$ cat src/include/bew_pkg.sv
// Package: offsets, field positions, reset values and types for the bridge
package bew_pkg;
    // Configuration byte offsets
    localparam logic [7:0] OFF_STATUS = 8'h61;
    localparam logic [7:0] OFF_WIN_EN = 8'h64;
    localparam logic [7:0] OFF_WIN_MAP = 8'h65;
    localparam logic [7:0] OFF_BASE0 = 8'h44;
    localparam logic [7:0] OFF_LIMIT0 = 8'h48;
    localparam logic [7:0] OFF_BASE1 = 8'h4C;
    localparam logic [7:0] OFF_LIMIT1 = 8'h50;

    // Status bit positions
    localparam int ST_MASTER_TMO = 7;
    localparam int ST_ADDR_PAR = 6;
    localparam int ST_DATA_PAR = 5;
    localparam int ST_DISCARD = 4;
    localparam int ST_PW_MABORT = 3;
    localparam int ST_PW_TABORT = 2;
    localparam int ST_PW_PARITY = 1;
    localparam int ST_ARB_TMO = 0;

    // Number of status causes gated by the system-error control enables
    localparam int CTL_BITS = 6;
    // Number of extension windows
    localparam int NUM_WIN = 2;

    // Limit register type field: bit 1 set selects I/O space
    localparam int LIM_IO_BIT = 1;
    // Granularity masks: 4K-byte memory, double-word I/O
    localparam logic [31:0] MEM_GRAN_MASK = 32'h0000_0FFF;
    localparam logic [31:0] IO_GRAN_MASK = 32'h0000_0003;
    // Base register bits 1:0 are read-only zero
    localparam logic [31:0] BASE_WR_MASK = 32'hFFFF_FFFC;

    // Reset values
    localparam logic [7:0] RST_STATUS = 8'h00;
    localparam logic [1:0] RST_WIN_EN = 2'h0;
    localparam logic [1:0] RST_WIN_MAP = 2'h0;
    localparam logic [31:0] RST_BASE = 32'h0000_0000;
    localparam logic [31:0] RST_LIMIT = 32'h0000_0000;

    // Whole register state of the block
    typedef struct packed {
        logic [7:0] status;
        logic [1:0] win_en;
        logic [1:0] win_map;
        logic [NUM_WIN-1:0][31:0] base;
        logic [NUM_WIN-1:0][31:0] limit;
        logic [31:0] rdata;
        logic rvalid;
        logic pri_claim;
        logic sec_claim;
    } bew_state_t;

    localparam bew_state_t RST_STATE = '{
        status: RST_STATUS,
        win_en: RST_WIN_EN,
        win_map: RST_WIN_MAP,
        base: {NUM_WIN{RST_BASE}},
        limit: {NUM_WIN{RST_LIMIT}},
        rdata: 32'h0000_0000,
        rvalid: 1'b0,
        pri_claim: 1'b0,
        sec_claim: 1'b0
    };
endpackage : bew_pkg
$ cat src/design/bew_bridge_cfg.sv
// System-error cause status and extension window decode for the bridge
// Function
// - 8-bit error cause status at 61h, cleared on reset.
// - Bit 7 records master timeout, also gated by master retry enable.
// - Bit 6 records address parity error system errors.
// - Bit 5 records data parity error while the bridge mastered.
// - Bit 4 records discard timer expiry on nonprefetchable reads.
// - Bit 3 records master abort on posted writes.
// - Bit 2 records target abort on posted writes.
// - Bit 1 records parity error on posted writes.
// - Bit 0 records arbiter timer expiry.
// - Status bits are sticky; writing one clears, zero leaves them.
// - Causes 5..0 are recorded only while their control enable is set.
// - Window enable register at 64h, resets zero, bits 7:2 read zero.
// - Enable bits 1 and 0 switch decode of windows 1 and 0.
// - Window map register at 65h, resets zero, two low bits writable.
// - Map bit zero includes window in primary decode, one excludes.
// - With secondary negative decode, secondary decode is the inverse of primary decode.
// - Without secondary negative decode, excluded windows decode positively.
// - Each window has 32-bit base and limit; limit low bits give type.
// - Memory windows 4K granular, I/O windows double-word granular.
// - Window definitions only act while the window enable is set.
module bew_bridge_cfg #(
    parameter int AW = 32
) (
    // Clock and reset
    input wire logic clk,
    input wire logic nrst,
    // Configuration access from the primary bus
    input wire logic cfg_wr,
    input wire logic cfg_rd,
    input wire logic [7:0] cfg_addr,
    input wire logic [3:0] cfg_be,
    input wire logic [31:0] cfg_wdata,
    output logic [31:0] cfg_rdata,
    output logic cfg_rvalid,
    // Error causes and their reporting enables
    input wire logic [7:0] err_event,
    input wire logic [bew_pkg::CTL_BITS-1:0] serr_enable,
    input wire logic master_retry_en,
    // Secondary decode control input
    input wire logic sec_neg_decode_en,
    // Transaction under decode
    input wire logic [AW-1:0] dec_addr,
    input wire logic dec_io,
    // Decode results and register views
    output logic pri_claim,
    output logic sec_claim,
    output logic [7:0] system_error_cause_status,
    output logic [1:0] win_enable
);
    bew_pkg::bew_state_t q;
    bew_pkg::bew_state_t d;
    logic [bew_pkg::NUM_WIN-1:0] win_hit;
    logic [7:0] cause_set;
    logic [5:0] dw_addr;
    logic [31:0] rd_word;
    logic inc_hit;
    logic exc_hit;

    // Merge written bytes into an old word under the byte enables
    function automatic logic [31:0] be_merge(
        input logic [31:0] old,
        input logic [31:0] wdata,
        input logic [3:0] be
    );
        logic [31:0] res;
        res = old;
        for (int i = 0; i < 4; i++) begin
            if (be[i]) begin
                res[8*i +: 8] = wdata[8*i +: 8];
            end
        end
        return res;
    endfunction : be_merge

    // One comparator per window
    for (genvar w = 0; w < bew_pkg::NUM_WIN; w++) begin : g_win
        bew_window_match #(
            .AW(AW)
        ) u_match (
            .enable(q.win_en[w]),
            .base(q.base[w][AW-1:0]),
            .limit(q.limit[w][AW-1:0]),
            .addr(dec_addr),
            .io_cycle(dec_io),
            .hit(win_hit[w])
        );
    end

    // Causes that are allowed to latch this cycle
    always_comb begin
        cause_set = 8'h00;
        cause_set[bew_pkg::ST_MASTER_TMO] =
            err_event[bew_pkg::ST_MASTER_TMO] && master_retry_en;
        // Address parity has no separate enable here
        cause_set[bew_pkg::ST_ADDR_PAR] =
            err_event[bew_pkg::ST_ADDR_PAR];
        // Causes 5..0 each gated by its own enable
        cause_set[bew_pkg::CTL_BITS-1:0] =
            err_event[bew_pkg::CTL_BITS-1:0] & serr_enable;
    end

    // Split windows by primary include or exclude
    always_comb begin
        inc_hit = |(win_hit & ~q.win_map);
        exc_hit = |(win_hit & q.win_map);
    end

    // Configuration read mux; unmapped dwords and reserved bits read zero
    always_comb begin
        dw_addr = cfg_addr[7:2];
        rd_word = 32'h0000_0000;
        if (dw_addr == bew_pkg::OFF_STATUS[7:2]) begin
            rd_word[8*bew_pkg::OFF_STATUS[1:0] +: 8] = q.status;
        end else if (dw_addr == bew_pkg::OFF_WIN_EN[7:2]) begin
            rd_word[8*bew_pkg::OFF_WIN_EN[1:0] +: 2] = q.win_en;
            rd_word[8*bew_pkg::OFF_WIN_MAP[1:0] +: 2] = q.win_map;
        end else if (dw_addr == bew_pkg::OFF_BASE0[7:2]) begin
            rd_word = q.base[0];
        end else if (dw_addr == bew_pkg::OFF_LIMIT0[7:2]) begin
            rd_word = q.limit[0];
        end else if (dw_addr == bew_pkg::OFF_BASE1[7:2]) begin
            rd_word = q.base[1];
        end else if (dw_addr == bew_pkg::OFF_LIMIT1[7:2]) begin
            rd_word = q.limit[1];
        end
    end

    // Next state
    always_comb begin
        d = q;
        d.rvalid = cfg_rd;
        d.rdata = cfg_rd ? rd_word : 32'h0000_0000;
        // Sticky status: a new cause wins over a clear in the same cycle
        d.status = q.status | cause_set;
        if (cfg_wr) begin
            if (dw_addr == bew_pkg::OFF_STATUS[7:2]) begin
                if (cfg_be[bew_pkg::OFF_STATUS[1:0]]) begin
                    d.status = (q.status
                        & ~cfg_wdata[8*bew_pkg::OFF_STATUS[1:0] +: 8])
                        | cause_set;
                end
            end else if (dw_addr == bew_pkg::OFF_WIN_EN[7:2]) begin
                if (cfg_be[bew_pkg::OFF_WIN_EN[1:0]]) begin
                    d.win_en =
                        cfg_wdata[8*bew_pkg::OFF_WIN_EN[1:0] +: 2];
                end
                if (cfg_be[bew_pkg::OFF_WIN_MAP[1:0]]) begin
                    d.win_map =
                        cfg_wdata[8*bew_pkg::OFF_WIN_MAP[1:0] +: 2];
                end
            end else if (dw_addr == bew_pkg::OFF_BASE0[7:2]) begin
                d.base[0] = be_merge(q.base[0], cfg_wdata, cfg_be)
                            & bew_pkg::BASE_WR_MASK;
            end else if (dw_addr == bew_pkg::OFF_LIMIT0[7:2]) begin
                d.limit[0] = be_merge(q.limit[0], cfg_wdata, cfg_be);
            end else if (dw_addr == bew_pkg::OFF_BASE1[7:2]) begin
                d.base[1] = be_merge(q.base[1], cfg_wdata, cfg_be)
                            & bew_pkg::BASE_WR_MASK;
            end else if (dw_addr == bew_pkg::OFF_LIMIT1[7:2]) begin
                d.limit[1] = be_merge(q.limit[1], cfg_wdata, cfg_be);
            end
        end
        // Primary claims included windows only
        d.pri_claim = inc_hit;
        // Secondary: negative decode forwards all that primary does not
        // claim; otherwise only excluded windows decode positively
        if (sec_neg_decode_en) begin
            d.sec_claim = !inc_hit;
        end else begin
            d.sec_claim = exc_hit;
        end
    end

    // State register; status and windows start cleared
    always_ff @(posedge clk or negedge nrst) begin
        if (!nrst) begin
            q <= bew_pkg::RST_STATE;
        end else begin
            q <= d;
        end
    end

    // Outputs straight from the state register
    assign cfg_rdata = q.rdata;
    assign cfg_rvalid = q.rvalid;
    assign pri_claim = q.pri_claim;
    assign sec_claim = q.sec_claim;
    assign system_error_cause_status = q.status;
    assign win_enable = q.win_en;
endmodule : bew_bridge_cfg

$ cat src/design/bew_window_match.sv
// One extension window range and type comparator
module bew_window_match #(
    parameter int AW = 32
) (
    // Window definition
    input wire logic enable,
    input wire logic [AW-1:0] base,
    input wire logic [AW-1:0] limit,
    // Transaction under decode
    input wire logic [AW-1:0] addr,
    input wire logic io_cycle,
    // Result
    output logic hit
);
    logic io_win;
    logic [AW-1:0] gran;
    logic [AW-1:0] lo;
    logic [AW-1:0] hi;

    // Window type and granularity come from the limit type field
    always_comb begin
        io_win = limit[bew_pkg::LIM_IO_BIT];
        gran = io_win ? bew_pkg::IO_GRAN_MASK[AW-1:0]
                      : bew_pkg::MEM_GRAN_MASK[AW-1:0];
        lo = base & ~gran;
        hi = limit | gran;
        // Inclusive range and matching space, only while enabled
        hit = enable && (addr >= lo) && (addr <= hi)
              && (io_cycle == io_win);
    end
endmodule : bew_window_match

$ cat config.mk
export PLATFORM = sky130hd
export DESIGN_NAME = bew_bridge_cfg
export DESIGN_NICKNAME = d
export VERILOG_FILES = /design/src/include/bew_pkg.sv /design/src/design/bew_bridge_cfg.sv /design/src/design/bew_window_match.sv
export SDC_FILE = /design/constraint.sdc
export NUM_CORES = 1
export LEC_CHECK = 0
export ABC_AREA = 1
export BUFFER_PORTS_ARGS = -buffer_cell sky130_fd_sc_hd__buf_2
export CAP_MARGIN = 20
export CORE_UTILIZATION = 48
export CTS_CLUSTER_DIAMETER = 120
export DETAILED_ROUTE_END_ITERATION = 8
export MAX_ROUTING_LAYER = met4
export PLACE_DENSITY = 0.69
export SLEW_MARGIN = 20
export SYNTH_ARGS = -nofsm -noshare
export SYNTH_HDL_FRONTEND = slang
export SYNTH_SLANG_ARGS = --single-unit
$ cat constraint.sdc
create_clock -name clk -period 4.45 [get_ports clk]
set_input_delay 0.2225 -clock clk [delete_from_list [all_inputs] [get_ports clk]]
set_output_delay 0.2225 -clock clk [all_outputs]
set_load 0.02 [all_outputs]
== Word-level counts from Yosys, hierarchy flattened ==
Index checks and enable logic that the tools add are counted.

* Bits in registers: 171
* Output and inout bits: 45
* Word-level logic and storage cells: 130
* Bits of input ports: 97

* Order comparisons: 4
* Equal/unequal tests: 8
* Multiplexer cells: 48
* Reductions and logical operators: 28
* Bitwise logic cells: 19

{| class="wikitable"
|+ Operator list
! operator !! number
|-
| $mux 32 || 13
|-
| $mux 8 || 20
|-
| $mux 140 || 1
|-
| $mux 132 || 1
|-
| $mux 128 || 1
|-
| $and 32x32->32 || 2
|-
| $ge 32x32->1 || 2
|-
| $le 32x32->1 || 2
|-
| $mux 64 || 1
|-
| $not 32->32 || 2
|-
| $or 32x32->32 || 2
|-
| $eq 6x5->1 const B || 6
|-
| $reduce_and 8->1 || 4
|-
| $reduce_and 7->1 || 4
|-
| $mux 12 || 2
|-
| $reduce_and 6->1 || 4
|-
| $mux 22 || 1
|-
| $reduce_and 5->1 || 4
|-
| $mux 16 || 1
|-
| $or 8x8->8 || 2
|-
| $and 8x8->8 || 1
|-
| $mux 2 || 4
|-
| $not 8->8 || 1
|-
| $reduce_and 4->1 || 2
|-
| 11 further kinds || 24
|}

== Logic depth before layout (Yosys ltp) ==
* Word-level depth: 11
* Mapped depth: 19
* Mapped depth without buffers: 18

== By module ==
A second synthesis with hierarchy kept.

* Cell total of the unflattened synthesis: 1498
* Area, all modules: 11149.4 µm²

{| class="wikitable"
|+ By module, submodules not included
! module !! instances !! cells each !! area each (µm²) !! sequential area each (µm²)
|-
| bew_bridge_cfg || 1 || 898 || 7683.6 || 4279.1
|-
| bew_window_match || 2 || 300 || 1732.9 || 0.0
|}

== Least setup slack after synthesis ==
Ideal clock, no wire load.

* Kind: register to register
* Start: reg q[36] (netlist name)
* End: reg q, in the netlist sec_claim
* Required time: 4.334 ns
* Clock period less this slack: 1.956 ns
* Data arrival time: 1.840 ns
* Stages on the path, launching flop included: 15
* Path slack: 2.494 ns
* Buffers on the path: 1
* Library setup time: 0.116 ns
* Cells stage by stage: dfrtp_1 > clkbuf_1 > nand2_1 > ha_1 > nand2_1 > nor2_1 > nand2_1 > nor2_1 > nand2_1 > nand2_1 > nor2_1 > a21oi_1 > nand3_1 > nand3_1 > nand2_1

{| class="wikitable"
|+ RTL lines
! what !! RTL line !! RTL
|-
| start, declared || bew_bridge_cfg.sv:52 || <nowiki>bew_pkg::bew_state_t q;</nowiki>
|-
| start signal, assigned || bew_bridge_cfg.sv:179 || <nowiki>q <= bew_pkg::RST_STATE;</nowiki>
|}

==> metrics <==
Synth Area in Compound Gates 0.151; period utilisation layout 0.594; clk sinks 171; Yosys warning count 0; post-synthesis mux area share 0; Synth area leader dfrtp_1; Crit Path Class flip-flop to flip-flop; Non-Filler Instances 1734; Seq/Total Area, Yosys 0.400; Finished Cell Area 12000 um2; Worst Setup End Kind flip-flop; Post-Syn Area 10700 um2; Total Negative Setup Slacks 0 ps; antenna viol nets, final 0; WP data arrival 2970 ps; Worst-Margin Slew 878 ps; CTS tree built; Pleak 6.06 nW; post-route minimum period 2640 ps; DRC 0; r2r startpoint q[36]; min-delay src sec_neg_decode_en; status completed; antenna violations before repair 1; Worst Setup SP q[36]; Die X 151 um; first-pass GRT wire length 44800 um; Max clock buf depth 2; Worst-path clk slew 70 ps; # fillers 2115; Initial Utilization 0.490; Max Clk Rate 378 MHz; final worst slack 1810 ps; Seq. cell area 4280 um2; GR Overflow Total 0; Starting DRT DRC Count 599; Worst Skew 11.8 ps; RSZ-0062 raised after global routing false; setup violators final 0; Synth Area in Adders 0.140; # H-tree levels 4; WL final 28400 um; Mapped Cells 1339; IO Port Bufs 139; area delta synth->final 12.2%; Worst EP required 4780 ps; largest net degree at the start of global routing 97; worst skew pair latency 440 ps; Most used DFF post-synth dfrtp_1; max-slew violations 0; area of the multi-input gates 5180 um2; endpoints failing hold 0; Tot Pwr 3.82 mW; Die Y 151 um; routed via count 9128; post-synthesis simple-gate area fraction 0.192; boundary pin count 142; PostCTS Resize Cnt 0; Nets 1657; syn nets 1556; hpwl dp 20000 um; worst hold path type primary input to flip-flop; post-synth cell types 37; top cell type's share of synthesized area 0.400; number of synthesized flops with an enable pin 0; Core Box Area 21800 um2; Power Dens Cells 318 nW/um2; fraction of layout cells with a size suffix above 1 0.134; max_cap viols 0; vias in the first global route 8915; Area after DPL 11300 um2; die area 22900 um2; Async SR Flop Fraction 1.00; Peak supply drop 0.225 mV; CTS Hold Buffers Added 17; Placed Cells 1684; dpl ws 1870 ps; Syn Area/Cell 7.98 um2; row cnt 54; total track usage 0.268; Yosys reg bits 171; CTS buffer count 17; xor/xnor share of the synthesized area 0.000820; Root Driver clkbuf_16; Max-Slew Margin vs Limit 0.414; routability cong. 0.888; Post-CTS Setup Repair Bufs 0; crit path max fanout 13; largest cells by area after synthesis dfrtp_1 40%, ha_1 14%, nand2_1 13%, inv_1 6.4%, o21ai_0 6.3%; main combinational cell family by area after synthesis simple AND/OR/NAND/NOR gates; Worst setup SP type flip-flop; DRT Pass-1 Iters 5; DR vias/cell 5.26; WL/cell 16.3 um
-- path summary, 6_finish.rpt --
path	to	cells after the start	slack (ps)
hold / removal	sec_claim	3	70
setup reg to reg	sec_claim	14	1810
setup / recovery	sec_claim	14	1810
min in group asynchronous	cfg_rdata[20]	2	440
hold reg to reg	q[129]	2	490
max in group asynchronous	cfg_rdata[30]	3	2900
-- layer usage --
metal	vias up	global-route usage	wire length [um]
met5	-	-	0
met4	0	0.100	779
met3	60	0.0373	1590
met2	292	0.443	13600
met1	4237	0.332	12400
li1	4539	-	-
-- synthesized netlist by cell type, types with 3 or more instances --
cell type / number
a211oi_1: 16
ha_1: 120
o21ai_1: 39
a21oi_1: 55
nor2_1: 69
nand3_1: 20
nor3_1: 9
a221oi_1: 24
o221ai_1: 5
nand2_1: 369
nand3_4: 3
a21o_1: 6
inv_1: 183
nand4_1: 10
clkbuf_1: 21
inv_2: 5
dfrtp_1: 171
o21ai_0: 135
buf_6: 4
nand2_2: 3
buf_4: 51
-- flip-flops by register name, indices dropped and copies added, names as in the netlist --
name	cells
cfg_rvalid	1
pri_claim	1
system_error_cause_status	8
win_enable	2
cfg_rdata	32
sec_claim	1
q	126
-- placed cells by master, fill, tap and decap left out, types with 9 or more instances in the layout --
master	n
dfrtp_1	171
buf_2	138
o21ai_1	39
dlygate4sd3_1	17
a211oi_1	16
inv_1	183
o21ai_0	135
nor3_1	9
nand4_1	10
a21oi_1	55
a221oi_1	24
nor2_1	69
clkbuf_16	17
nand2_1	369
ha_1	120
nand3_1	20
-- critical path, cell delays in order, from the launching register on --
cell,delay [ps]
dfrtp_1,730
inv_1,420
nor2_1,210
ha_1,270
a21o_1,170
nor2_1,100
nand2_1,80
nand2_1,60
nand2_1,50
nand2_1,60
nand2_1,50
nand2_1,110
nand3_1,110
nand3_1,90
nand2_1,50
-- metrics by stage --
stage | hold slack [ps] | util
floorplan | -73.1 | -
global route | 89.5 | 0.550
CTS | 70.7 | 0.549
global placement | 372 | 0.516
detailed placement | 378 | 0.516
finish | 69.1 | 0.550
-- cells by family after synthesis --
logic type	count (synthesis)
fa+ha+maj	120
flops	171
buf+inv	267
compound gates	287
simple gates	493
xor+xnor	1
-- area by class of cell --
cell class | count | share of cell area
Timing Repair Buffer | 160 | 0.0752
Multi-Input combinational cell | 901 | 0.432
Antenna cell | 1 | 0.000209
Clock buffer | 20 | 0.0381
Clock inverter | 12 | 0.00939
Sequential cell | 171 | 0.357
Inverter | 189 | 0.0594
Tap cell | 280 | 0.0292
-- report_power, final --
group,internal (mW),switching (mW),leakage (nW)
Combinational,0.234,0.374,3.50
Sequential,1.65,0.0828,2.30
Clock,0.805,0.666,0.266
Note: power is estimated with default switching activity, not from simulation.
